File: config.mk
export PLATFORM = sky130hd
export DESIGN_NAME = lce_irq
export DESIGN_NICKNAME = d
export VERILOG_FILES = /design/src/common/lce_pkg.sv /design/src/rtl/lce_irq.sv /design/src/rtl/lce_sync.sv
export SDC_FILE = /design/constraint.sdc
export NUM_CORES = 1
export LEC_CHECK = 0
export BUFFER_PORTS_ARGS = -buffer_cell sky130_fd_sc_hd__buf_2
export CAP_MARGIN = 40
export CORE_ASPECT_RATIO = 1.2
export CORE_MARGIN = 2
export CORE_UTILIZATION = 54
export CTS_CLUSTER_DIAMETER = 200
export DETAILED_ROUTE_END_ITERATION = 6
export GPL_ROUTABILITY_DRIVEN = 0
export HOLD_SLACK_MARGIN = 0.05
export PLACE_DENSITY = 0.84
export RECOVER_POWER = 25
export SLEW_MARGIN = 5
export SYNTH_ARGS = -nofsm -noshare
export SYNTH_HDL_FRONTEND = slang
export SYNTH_SLANG_ARGS = --single-unit
File: constraint.sdc
create_clock -name pclk -period 4.74 [get_ports pclk]
set_clock_uncertainty 0.2 [all_clocks]
set_input_delay 0.948 -clock pclk [delete_from_list [all_inputs] [get_ports pclk]]
set_output_delay 0.948 -clock pclk [all_outputs]
set_load 0.02 [all_outputs]
File: src/common/lce_pkg.sv
package lce_pkg;
   // Register byte offsets
   localparam logic [7:0] LCE_OFS_IRQ_EN = 8'h00;
   localparam logic [7:0] LCE_OFS_STATUS = 8'h04;
   localparam logic [7:0] LCE_OFS_SOURCE = 8'h08;
   localparam logic [7:0] LCE_OFS_CTRL = 8'h0C;
   // Bit positions of the channel event layout
   localparam int LCE_BIT_DRV_MON = 6;
   localparam int LCE_BIT_FLS = 5;
   localparam int LCE_BIT_NLC = 3;
   localparam int LCE_BIT_SIG_LOSS = 1;
   localparam int LCE_BIT_QRP = 0;
   // Writable bits of the enable register
   localparam logic [7:0] LCE_EN_WMASK = 8'h6B;
   // Control register fields
   localparam int LCE_BIT_LIU_SR = 0;
   localparam int LCE_BIT_FRM_SR = 1;
   // Values after reset
   localparam logic [7:0] LCE_RST_IRQ_EN = 8'h00;
   localparam logic [7:0] LCE_RST_SOURCE = 8'h00;
   localparam logic [1:0] LCE_RST_CTRL = 2'h0;
   // Bit periods without pulses before the drive alarm
   localparam int LCE_DRV_MON_BITS = 128;
   // Jitter FIFO pointer window, in bits
   localparam int LCE_FIFO_LIMIT = 3;
   // Channel event layout, shared by enable, status and source
   typedef struct packed
   {
      logic rsv7;
      logic drv_mon;
      logic fls;
      logic rsv4;
      logic nlc;
      logic rsv2;
      logic sig_loss;
      logic qrp;
   } lce_evt_t;
   // Line status inputs arriving from pins
   typedef struct packed
   {
      logic tx_pulse;
      logic loop_code;
      logic rx_loss;
      logic test_pattern;
   } lce_pins_t;
endpackage : lce_pkg

File: src/rtl/lce_irq.sv
// Implementation choices: the address map and the APB slave port.
`timescale 1ns/1ps
// Notes on behaviour
// - Drive alarm changes interrupt when bit 6 set
// - FIFO pointers within three bits interrupt, bit 5
// - Loop-code detect start and stop interrupt, bit 3
// - Signal loss declare and clear interrupt, bit 1
// - Test pattern detect start and stop, bit 0
// - Bits 7,4,2 unused; read zero, writes ignored
// - Interrupts work only in single-rail mode
// - Drive alarm after 128 silent bits; pulse clears
module lce_irq #(
   parameter int SILENT_BITS = lce_pkg::LCE_DRV_MON_BITS,
   parameter int PTR_W = 5
) (
   input wire logic pclk,
   input wire logic presetn,
   input wire logic psel,
   input wire logic penable,
   input wire logic pwrite,
   input wire logic [7:0] paddr,
   input wire logic [31:0] pwdata,
   output logic [31:0] prdata,
   output logic pready,
   output logic pslverr,
   input wire lce_pkg::lce_pins_t line_pins,
   input wire logic bit_tick,
   input wire logic [PTR_W-1:0] ja_wr_ptr,
   input wire logic [PTR_W-1:0] ja_rd_ptr,
   output logic irq
);
   import lce_pkg::*;

   // Width of the silent-bit counter
   localparam int CNT_W = $clog2(SILENT_BITS + 1);

   // Parameters the logic cannot serve are refused at elaboration
   generate
      if (SILENT_BITS < 2 || PTR_W < 3)
      begin : g_bad_param
         $error("lce_irq: SILENT_BITS or PTR_W out of range");
      end
   endgenerate

   // Enable register
   lce_evt_t irq_en_q;
   // Sticky source register
   lce_evt_t source_q;
   lce_evt_t source_d;
   // Single-rail controls for the line interface and framer
   logic [1:0] ctrl_q;
   // Previous filtered status, for change detection
   lce_evt_t status_prev_q;
   // Live status
   lce_evt_t status_now;
   // Drive alarm and silent-bit counter
   logic drv_mon_q;
   logic [CNT_W-1:0] silent_q;
   logic [CNT_W-1:0] silent_d;
   // Bus answer registers
   logic pready_q;
   logic [31:0] prdata_q;
   logic pslverr_q;
   // Interrupt output register
   logic irq_q;
   // Synchronised pins
   lce_pins_t pins_s;

   // Pins pass the three-stage synchroniser
   lce_sync #(
      .WIDTH(4)
   ) u_sync (
      .pclk(pclk),
      .presetn(presetn),
      .pin_in(line_pins),
      .sync_out(pins_s)
   );

   // Bus decode
   wire access = psel & penable;
   wire wr_commit = access & pready_q & pwrite;
   wire hit_en = (paddr == LCE_OFS_IRQ_EN);
   wire hit_st = (paddr == LCE_OFS_STATUS);
   wire hit_src = (paddr == LCE_OFS_SOURCE);
   wire hit_ctl = (paddr == LCE_OFS_CTRL);
   wire hit_any = hit_en | hit_st | hit_src | hit_ctl;
   wire wr_en = wr_commit & hit_en;
   wire wr_src = wr_commit & hit_src;
   wire wr_ctl = wr_commit & hit_ctl;

   // Both parties must be in single-rail mode
   wire rail_ok = ctrl_q[LCE_BIT_LIU_SR] & ctrl_q[LCE_BIT_FRM_SR];

   // Signed pointer distance of the jitter FIFO
   wire [PTR_W-1:0] ptr_diff = ja_wr_ptr - ja_rd_ptr;
   wire [PTR_W-1:0] ptr_ndiff = ja_rd_ptr - ja_wr_ptr;
   wire fifo_near = (ptr_diff <= PTR_W'(LCE_FIFO_LIMIT))
      | (ptr_ndiff <= PTR_W'(LCE_FIFO_LIMIT));

   // Live status, unused bits held at zero
   always_comb
   begin
      status_now = '0;
      status_now.drv_mon = drv_mon_q;
      status_now.fls = fifo_near;
      status_now.nlc = pins_s.loop_code;
      status_now.sig_loss = pins_s.rx_loss;
      status_now.qrp = pins_s.test_pattern;
   end

   // Change events per bit
   wire lce_evt_t toggled = status_now ^ status_prev_q;
   lce_evt_t evt_set;
   always_comb
   begin
      evt_set = '0;
      evt_set.drv_mon = toggled.drv_mon;
      evt_set.fls = status_now.fls & ~status_prev_q.fls;
      evt_set.nlc = toggled.nlc;
      evt_set.sig_loss = toggled.sig_loss;
      evt_set.qrp = toggled.qrp;
   end

   // Events record only when enabled and in single-rail mode
   wire lce_evt_t gated_set = rail_ok ? (evt_set & irq_en_q) : '0;
   wire lce_evt_t src_clr = wr_src ? lce_evt_t'(pwdata[7:0]) : '0;

   // Set wins over a write-one clear in the same cycle
   assign source_d = (source_q & ~src_clr) | gated_set;

   // Drive alarm counter: reset by any pulse, counts bit ticks
   always_comb
   begin
      silent_d = silent_q;
      if (pins_s.tx_pulse)
      begin
         silent_d = '0;
      end
      else if (bit_tick && silent_q != CNT_W'(SILENT_BITS))
      begin
         silent_d = silent_q + CNT_W'(1);
      end
   end

   // Drive monitor state
   always_ff @(posedge pclk or negedge presetn)
   begin
      if (!presetn)
      begin
         silent_q <= '0;
         drv_mon_q <= 1'b0;
      end
      else
      begin
         silent_q <= silent_d;
         drv_mon_q <= (silent_d == CNT_W'(SILENT_BITS));
      end
   end

   // Status history and sticky sources
   always_ff @(posedge pclk or negedge presetn)
   begin
      if (!presetn)
      begin
         status_prev_q <= '0;
         source_q <= LCE_RST_SOURCE;
      end
      else
      begin
         status_prev_q <= status_now;
         source_q <= source_d;
      end
   end

   // Writable registers
   always_ff @(posedge pclk or negedge presetn)
   begin
      if (!presetn)
      begin
         irq_en_q <= LCE_RST_IRQ_EN;
         ctrl_q <= LCE_RST_CTRL;
      end
      else
      begin
         if (wr_en)
         begin
            irq_en_q <= pwdata[7:0] & LCE_EN_WMASK;
         end
         if (wr_ctl)
         begin
            ctrl_q <= pwdata[1:0];
         end
      end
   end

   // Read mux
   wire [31:0] rd_val = hit_en ? {24'h000000, irq_en_q}
      : hit_st ? {24'h000000, status_now}
      : hit_src ? {24'h000000, source_q}
      : hit_ctl ? {30'h0, ctrl_q}
      : 32'h00000000;

   // One wait state: answer in the second access cycle
   always_ff @(posedge pclk or negedge presetn)
   begin
      if (!presetn)
      begin
         pready_q <= 1'b0;
         prdata_q <= 32'h00000000;
         pslverr_q <= 1'b0;
      end
      else
      begin
         pready_q <= access & ~pready_q;
         if (access && !pready_q)
         begin
            prdata_q <= pwrite ? 32'h00000000 : rd_val;
            pslverr_q <= ~hit_any;
         end
         else
         begin
            pslverr_q <= 1'b0;
         end
      end
   end

   // Single channel request from enabled pending sources
   always_ff @(posedge pclk or negedge presetn)
   begin
      if (!presetn)
      begin
         irq_q <= 1'b0;
      end
      else
      begin
         irq_q <= rail_ok & (|(source_d & irq_en_q));
      end
   end

   assign prdata = prdata_q;
   assign pready = pready_q;
   assign pslverr = pslverr_q;
   assign irq = irq_q;
endmodule : lce_irq

File: src/rtl/lce_sync.sv
`timescale 1ns/1ps
// Three-stage pin synchroniser; output follows once stages two and three agree
module lce_sync #(
   parameter int WIDTH = 4
) (
   input wire logic pclk,
   input wire logic presetn,
   input wire logic [WIDTH-1:0] pin_in,
   output logic [WIDTH-1:0] sync_out
);
   // Stage one, read only by stage two
   logic [WIDTH-1:0] meta_q;
   // Stages two and three
   logic [WIDTH-1:0] s2_q;
   logic [WIDTH-1:0] s3_q;
   // Filtered value
   logic [WIDTH-1:0] out_q;
   // Agreement of the two settled stages
   wire [WIDTH-1:0] agree = ~(s2_q ^ s3_q);

   // Shift chain and agreement filter
   always_ff @(posedge pclk or negedge presetn)
   begin
      if (!presetn)
      begin
         meta_q <= '0;
         s2_q <= '0;
         s3_q <= '0;
         out_q <= '0;
      end
      else
      begin
         meta_q <= pin_in;
         s2_q <= meta_q;
         s3_q <= s2_q;
         out_q <= (agree & s3_q) | (~agree & out_q);
      end
   end

   assign sync_out = out_q;
endmodule : lce_sync

# Word-level counts from Yosys, hierarchy flattened
# Index checks and enable logic that the tools add are counted.
# word_totals
register_bits,80
in_bits,60
output_inout_bits,35
elab_cells,83
# classes
addsub,3
n_lt_le_gt_ge,2
n_eq_ne,5
muxes,10
n_bitwise,29
n_reduce_logical,5
# op_table
cell,n
8-bit two-way mux,7
"8-bit by 4-bit equality test with 1-bit output, second input constant",2
1-bit AND,10
"5-bit by 2-bit <= comparator with 1-bit output, second input constant",2
5-bit subtractor,2
"8-bit by 1-bit adder with 8-bit output, second input constant",1
4-bit AND,2
8-bit by 7-bit AND with 8-bit output,1
8-bit AND,1
"8-bit by 3-bit equality test with 1-bit output, second input constant",1
"8-bit equality test, second input constant",1
8-bit logical NOT,1
"8-bit inequality test, second input constant",1
4-bit NOT,2
8-bit NOT,1
8-bit by 7-bit OR with 8-bit output,1
8-bit OR reduction,1
7-bit AND,1
7-bit two-way mux,1
7-bit XOR,1
1-bit OR,4
4-bit OR,1
4-bit XOR,1
1-bit NOT,3
other kinds (4),5

# Longest topological paths before layout
# Gate-level depths: netlist of run 1.
# logic_depth
ltp_word,11
depth_mapped,9
mapped_depth_nobuf,9

# Hierarchy
# Synthesis of run 1 repeated with hierarchy kept, for this count alone.
# hier_totals
hier_cells,283
hier_area_um2,2946.6
# modules_own_cells
module,n_inst,cells_per_inst,area_each_um2,seq_area_each_um2
lce_irq,1,263,2501.1,1001.0
lce_sync,1,20,445.4,400.4

# Worst setup path after synthesis of run 1
# Ideal clock, no wire load.
# synth_timing
path_kind,input port to flip-flop
startpoint,input ja_wr_ptr[2]
endpoint,register source_q[5] in the netlist's numbering
setup_ns,0.095
t_arrival_ns,2.539
required_time_ns,4.445
setup_slack_ns,1.905
stages,9
n_path_buf,1
path_cell_list,inv_1 ha_1 clkbuf_1 a21oi_1 a211oi_1 a41oi_1 a211oi_1 o21bai_1 o31ai_1
# synth_lines
element,line_no,rtl
from (decl),lce_irq.sv:28,"input wire logic [PTR_W-1:0] ja_wr_ptr,"
to (signal assigned),lce_irq.sv:171,source_q <= source_d;
to (decl),lce_irq.sv:48,lce_evt_t source_q;

==> results.txt, run 1 <==
Fillers: 443
Area leader, netlist: dfrtp_1
Top cells by count, synth: 56 x dfrtp_1, 25 x buf_4, 21 x nor2_1
Worst EP required: 4.76 ns
Clock-pin slew on the worst setup and hold paths: 0.10 ns
Slew headroom: 0.424
Fin crit period: 2.81 ns
Outcome: completed
Core area: 5230 µm²
Flops & latches, synth: 56
Syn Area/Cell: 10.4 µm²
Vias: 2108
Dominant synthesized flop cell: dfrtp_1
Max clock buf depth: 2
Drt wl/cell: 13.5 µm
Synthesized instance count: 277
GR met3 Demand/Resource: 0.0459
Crit path to: source_q[5]$_DFF_PN0_
Die X: 70.8 µm
Slew Viols, Final: 0
Hold-fix buffers at CTS: 0
Count of antenna diodes in the layout: 0
Cell with the most instances after synthesis: dfrtp_1
Max-cap violations: 0
Worst path depth: 9
Slew @ Worst Pin: 0.852 ns
Number of enable flip-flop cells after synthesis: 0
Pleak: 0.00158 µW
Cell Rows: 29
CP cell instances: buf_2, inv_1, ha_1, nor2b_1, o21ai_0, a41oi_1, a211oi_1, o21bai_1, o31ai_1
Reg2reg start: silent_q[4]$_DFF_PN0_
Final Hold Viols: 0
Gr ovfl total: 0
Fraction of layout cells with a size suffix above 1: 0.220
Post-CTS setup buffer count: 0
ANT nets after route: 0
Seq/Total Area, Yosys: 0.485
Post-synth top area share: 0.485
Final setup violation count: 0
CTS sink cnt: 56
CTS tree: built
Synth top area cells: dfrtp_1 49%, buf_4 6.5%, ha_1 4.3%
Final WL: 5260 µm
Distinct cells, synth: 47
GRT busiest layer: met2
WS Path Type: input pin to flop
DRC viols: 0
Fmax: 0.356 GHz
H-tree Lvls: 2
Async SR Flop Fraction: 1.00
RSZ-0062 raised after global routing: no
Crit path max fanout: 3
IO Pins: 95
GR Util met2: 0.330
Clock latency at the later pin of the worst-skew pair: 0.31 ns
Drt pass-1 iters: 4
Worst Path Arrival: 2.83 ns
Period utilization: 0.593
Reg-to-reg endpoint: drv_mon_q$_DFF_PN0_
Full die area: 5950 µm²
Vias/cell: 5.42
Top delay family on crit path: compound AO/OA/AOI/OAI gates
WP buf/inv: 2
Worst reg-to-reg path cell count: 6
Buffers on Ports: 46
Type of element capturing the critical path: flop
Synthesis Warnings: 0
Post-Syn Area: 2890 µm²
Global Route Usage Sum: 0.183
Root Buffer: clkbuf_8
FF-to-FF setup slack: 2.22 ns
Post-CTS Resized: 0
Min-Delay Path Class: flop to flop
Vias in the first global route: 1978
Met1 usage: 0.209
Area growth syn-to-layout: 11.1%
Worst Setup SP: ja_wr_ptr[1]
CTS Buf Count: 5
First-pass GRT wire length: 8690 µm
Die height: 84.1 µm
Initial Utilization: 0.553
Crit start category: input pin
Critical path's slowest cell: a211oi_1
Power density over the cells: 294 nW/µm²
Maximum vdd drop: 0.215 mV
Layout Utilization: 0.614
Starting DRT DRC Count: 118
Final net count: 398
Setup TNS: 0 ns
Detail Placement HPWL: 4010 µm
Largest net degree at the start of global routing: 42
Initial antenna violation count: 0
Slowest stage delay, CP: 0.38 ns
power by group:
| group | switching, µW | internal (µW) | total (µW) |
|---|---|---|---|
| Sequential | 15.6 | 497 | 512 |
| Combinational | 78.5 | 45.0 | 124 |
| Clock | 152 | 156 | 309 |
worst min path at each step:
stage / from / endpoint / cells after the start
floorplan: u_sync.meta_q[0]$_DFF_PN0_ / u_sync.s2_q[0]$_DFF_PN0_ / 0
global placement: u_sync.meta_q[2]$_DFF_PN0_ / u_sync.s2_q[2]$_DFF_PN0_ / 0
detailed placement: u_sync.meta_q[0]$_DFF_PN0_ / u_sync.s2_q[0]$_DFF_PN0_ / 0
CTS: u_sync.meta_q[0]$_DFF_PN0_ / u_sync.s2_q[0]$_DFF_PN0_ / 0
global route: u_sync.meta_q[3]$_DFF_PN0_ / u_sync.s2_q[3]$_DFF_PN0_ / 0
finish: u_sync.meta_q[2]$_DFF_PN0_ / u_sync.s2_q[2]$_DFF_PN0_ / 0
sequential cells by signal, indices dropped and copies added, names as in the netlist, named ones only:
register,count
u_sync.meta_q,4
silent_q,8
u_sync.s3_q,4
status_prev_q,5
irq,1
irq_en_q,5
pslverr,1
ctrl_q,2
source_q,8
drv_mon_q,1
prdata,8
pready,1
u_sync.s2_q,4
layout make-up:
| type | count | area (µm²) | share of cell area |
|---|---|---|---|
| clock buffer | 5 | 68.8 | 0.0215 |
| multi-input combinational | 194 | 1290 | 0.402 |
| sequential | 56 | 1400 | 0.437 |
| clock inverter | 3 | 42.5 | 0.0133 |
| timing repair buffer | 49 | 251 | 0.0784 |
| tap | 62 | 77.6 | 0.0242 |
| inverter | 20 | 75.1 | 0.0234 |
per-stage QoR:
stage | total power, µW | hold WS, ns | instance area [µm²] | cells | setup WS [ns]
6_report | 944 | 0.155 | 3210 | 389 | 1.93
5_1_grt | 988 | 0.169 | 3210 | 389 | 1.79
4_1_cts | 950 | 0.156 | 3210 | 389 | 1.94
3_5_place_dp | 645 | 0.135 | 3100 | 381 | 1.62
3_3_place_gp | 638 | 0.133 | 3100 | 381 | 1.66
2_1_floorplan | 613 | 0.131 | 2970 | 300 | 1.91
cells in the final DEF, fill, tap and decap left out, types with 4 or more instances in the layout:
cell	synthesis	final
conb_1	1	24
xor2_1	6	6
clkbuf_8	0	5
mux2_2	7	7
maj3_1	4	4
a41oi_1	5	5
inv_1	20	20
a21o_1	4	4
ha_1	10	10
dfrtp_1	56	56
nand2_1	20	20
o21ai_0	12	12
nand3_1	8	8
nor3_1	5	5
nor2_1	21	21
buf_2	0	45
xnor2_1	9	9
a21oi_1	7	7
a211oi_1	5	5
worst register-to-register path: cells and delay by family (launching register included):
kind / cells / cell delay (ns)
and+or+nand+nor: 4 / 1.08
DFF: 1 / 0.46
AOI/OAI and AO/OA: 1 / 0.42
muxes: 1 / 0.28
kinds of logic (layout without fill, tap and decap cells):
logic type | Yosys count | in the layout | synth area share
compound gates | 51 | 51 | 0.125
xor+xnor | 15 | 15 | 0.0455
fa+ha+maj | 16 | 16 | 0.0711
buf+inv | 50 | 77 | 0.0975
flops | 56 | 56 | 0.485
mux | 9 | 9 | 0.0342
other cells | 1 | 24 | 0.00130
simple gates | 79 | 79 | 0.140
routing by layer:
layer / vias up / share of wire / wire length, µm
li1: 1005 / - / -
met1: 1013 / 0.40 / 2120
met2: 79 / 0.52 / 2720
met3: 11 / 0.061 / 321
met4: 0 / 0.021 / 108
met5: - / 0 / 0
Power figures use the tool's default switching activity.
==> inputs of run 2 (changes only) <==
--- a/config.mk
+++ b/config.mk
@@ -5,16 +5,17 @@
 export SDC_FILE = /design/constraint.sdc
 export NUM_CORES = 1
 export LEC_CHECK = 0
+export ABC_AREA = 1
 export BUFFER_PORTS_ARGS = -buffer_cell sky130_fd_sc_hd__buf_2
 export CAP_MARGIN = 40
 export CORE_ASPECT_RATIO = 1.2
 export CORE_MARGIN = 2
-export CORE_UTILIZATION = 54
+export CORE_UTILIZATION = 51
 export CTS_CLUSTER_DIAMETER = 200
 export DETAILED_ROUTE_END_ITERATION = 6
 export GPL_ROUTABILITY_DRIVEN = 0
 export HOLD_SLACK_MARGIN = 0.05
-export PLACE_DENSITY = 0.84
+export PLACE_DENSITY = 0.8
 export RECOVER_POWER = 25
 export SLEW_MARGIN = 5
 export SYNTH_ARGS = -nofsm -noshare
==> constraint.sdc (replaced) <==
create_clock -name pclk -period 2.62 [get_ports pclk]
set_clock_uncertainty 0.2 [all_clocks]
set_input_delay 0.524 -clock pclk [delete_from_list [all_inputs] [get_ports pclk]]
set_output_delay 0.524 -clock pclk [all_outputs]
set_load 0.02 [all_outputs]
==> results.txt, run 2 <==
Outcome: completed
Global Route Usage Sum: 0.170 (-0.0124)
Count of antenna diodes in the layout: 0 (unchanged)
Fraction of layout cells with a size suffix above 1: 0.167 (-0.0531)
Post-synth top area share: 0.474 (-0.0113)
Worst Path Arrival: 2.14 ns (-0.69 ns)
DRC viols: 0 (unchanged)
First-pass GRT wire length: 8540 µm (-1.7%)
Final net count: 478 (+20%)
Largest family of logic cells by synthesized area: simple AND/OR/NAND/NOR gates
Initial antenna violation count: 0 (unchanged)
Power density over the cells: 503 nW/µm² (+71%)
Synth top area cells: dfrtp_1 47%, nand2_1 12%, buf_4 6.3%
Simple-gate area share of the yosys netlist: 0.240 (+0.100)
Clock latency at the later pin of the worst-skew pair: 0.31 ns (about the same)
Commonest non-fill, non-tap cell in the layout: nand2_1
Drt pass-1 iters: 4 (unchanged)
WS Path Type: input pin to flop
Initial Utilization: 0.525 (-0.0276)
Pleak: 0.00189 µW (+20%)
Fin crit period: 2.10 ns
IO Pins: 95 (unchanged)
Post-synthesis xor/xnor area fraction: 0.0267 (-0.0188)
CTS tree: built
Fillers: 493 (+11%)
Cell Rows: 30 (+3.4%)
Distinct cells, synth: 29 (-38%)
RSZ-0062 raised after global routing: no
Largest net degree at the start of global routing: 28 (-33%)
Post-Syn Area: 2960 µm² (+2.4%)
Slew @ Worst Pin: 1.14 ns (+0.292 ns)
Setup TNS: 0 ns (unchanged)
Final Hold Viols: 0 (unchanged)
Post-synthesis compound-gate area fraction: 0.0584 (-0.0668)
ANT nets after route: 0 (unchanged)
Async SR Flop Fraction: 1.00 (unchanged)
Worst EP required: 2.65 ns (-2.11 ns)
Gr ovfl total: 0 (unchanged)
Area growth syn-to-layout: 12.9%
Commonest cells after routing, fill and taps aside: 97 x nand2_1, 56 x dfrtp_1, 45 x inv_1, 45 x buf_2, 31 x nand3_1
Type of element capturing the critical path: flop
Fmax: 0.475 GHz
Detail Placement HPWL: 4060 µm (+1.4%)
Core area: 5630 µm² (+7.8%)
Top cells by count, synth: 97 x nand2_1, 56 x dfrtp_1, 45 x inv_1
Seq/Total Area, Yosys: 0.474 (-0.0113)
Vias: 2311 (+9.6%)
Die height: 87.4 µm (+3.9%)
Syn Area/Cell: 8.47 µm² (-19%)
Max clock buf depth: 2 (unchanged)
Dominant synthesized flop cell: dfrtp_1
Crit start category: input pin
CTS sink cnt: 56 (unchanged)
Area leader, netlist: dfrtp_1
Final setup violation count: 0 (unchanged)
Synth Area in Adders: 0.0694 (-0.00165)
Starting DRT DRC Count: 106 (-10%)
Number of enable flip-flop cells after synthesis: 0 (unchanged)
Root Buffer: clkbuf_8
Flops & latches, synth: 56 (unchanged)
Synthesis Warnings: 0 (unchanged)
Maximum vdd drop: 0.263 mV (+22%)
Min-Delay Path Class: input pin to flop
H-tree Lvls: 2 (unchanged)
Synthesized instance count: 349 (+26%)
Slew headroom: 0.237 (-0.187)
Final WL: 5190 µm (-1.4%)
Design Power: 1680 µW (+78%)
Max-cap violations: 0 (unchanged)
Full die area: 6420 µm² (+8.0%)
Slew Viols, Final: 0 (unchanged)
Drt wl/cell: 11.0 µm (-19%)
Cell with the most instances after synthesis: nand2_1
Clock-pin slew on the worst setup and hold paths: 0.09 ns (about the same)
Vias in the first global route: 2091 (+5.7%)
Period utilization: 0.803
Die X: 73.5 µm (+3.9%)
Crit path max fanout: 3 (unchanged)
Vias/cell: 4.91 (-9.5%)
Mux cell area share after synthesis: 0.00508 (-0.0292)
CTS Buf Count: 5 (unchanged)
Buffers on Ports: 46 (unchanged)
==> run 2: changes by cell type in the layout (fill, tap and decap cells not counted), moves of 6 or more <==
cell	previous run	this run
a21oi_1	7	18
inv_1	20	45
mux2_2	7	0
xnor2_1	9	2
o21ai_0	12	6
nand2_1	20	97
nand3_1	8	31
==> run 2: worst paths after layout <==
| check | from | endpoint | depth (start not counted) | slack (ns) |
|---|---|---|---|---|
| worst min register to register | u_sync.meta_q[2]$_DFF_PN0_ | u_sync.s2_q[2]$_DFF_PN0_ | 0 | 0.15 |
| worst max-delay path | ja_wr_ptr[0] | irq$_DFF_PN0_ | 14 | 0.52 |
| max in group asynchronous | presetn | prdata[7]$_DFFE_PN0P_ | 3 | 0.70 |
| min in group asynchronous | presetn | pready$_DFF_PN0_ | 2 | 0.76 |
| worst max register to register | silent_q[0]$_DFF_PN0_ | drv_mon_q$_DFF_PN0_ | 12 | 0.74 |
| worst min-delay path | line_pins[0] | u_sync.meta_q[0]$_DFF_PN0_ | 1 | 0.12 |
==> run 2: worst max-delay path, cell delays in order <==
cell and delay, ns:
buf_2 0.11, inv_1 0.05, ha_1 0.14, inv_1 0.06, fa_1 0.41, xnor2_1 0.19
nand2_1 0.07, nor2_1 0.09, nand2_1 0.06, nand2_1 0.11, nand2_1 0.06, nand2_1 0.08
nand2_1 0.06, a21oi_1 0.13
==> run 2: final cells by class <==
type | count | area [µm²] | area share
Inverter | 47 | 176 | 0.0528
Tap cell | 64 | 80.1 | 0.0240
Timing Repair Buffer | 53 | 297 | 0.0888
Clock buffer | 5 | 68.8 | 0.0206
Multi-Input combinational cell | 243 | 1270 | 0.381
Clock inverter | 3 | 42.5 | 0.0127
Sequential cell | 56 | 1400 | 0.420
==> run 2: layer usage <==
layer  track usage  routed length [µm]  vias up
met5             0                   0        -
met3        0.0370                 224        9
met4        0.0661                  94        0
li1              -                   -     1166
met1         0.196                2220     1079
met2         0.304                2650       57
==> run 2: logic make-up after synthesis <==
family,count (synthesis)
flip-flops,56
adder cells (fa/ha/maj),16
AND/OR/NAND/NOR,163
other,1
AO/OA/AOI/OAI,30
multiplexers,1
XOR/XNOR,9
buffers and inverters,73
==> run 2: power by group <==
| group | internal (µW) | switching [µW] |
|---|---|---|
| sequential | 894 | 20.3 |
| combinational | 76.2 | 141 |
| clock | 283 | 265 |
| total | 1250 | 426 |
==> run 2: per-stage QoR <==
step / std cells / instance area, µm² / utilization / hold slack (ns) / worst slack (ns)
4_1_cts: 471 / 3340 / 0.593 / 0.111 / 0.522
5_1_grt: 471 / 3340 / 0.593 / 0.106 / 0.365
2_1_floorplan: 372 / 3040 / - / 0.0284 / 0.560
3_3_place_gp: 462 / 3220 / 0.572 / 0.133 / 0.283
6_report: 471 / 3340 / 0.593 / 0.122 / 0.515
3_5_place_dp: 462 / 3220 / 0.572 / 0.137 / 0.196
==> run 2: what timing repair did <==
action | in CTS | in global routing
setup buffers | 0 | 0
hold buffers | 1 | 0
gates resized for setup | 0 | 0
hold endpoints to repair | 18 | 0
setup endpoints to repair | 0 | 0
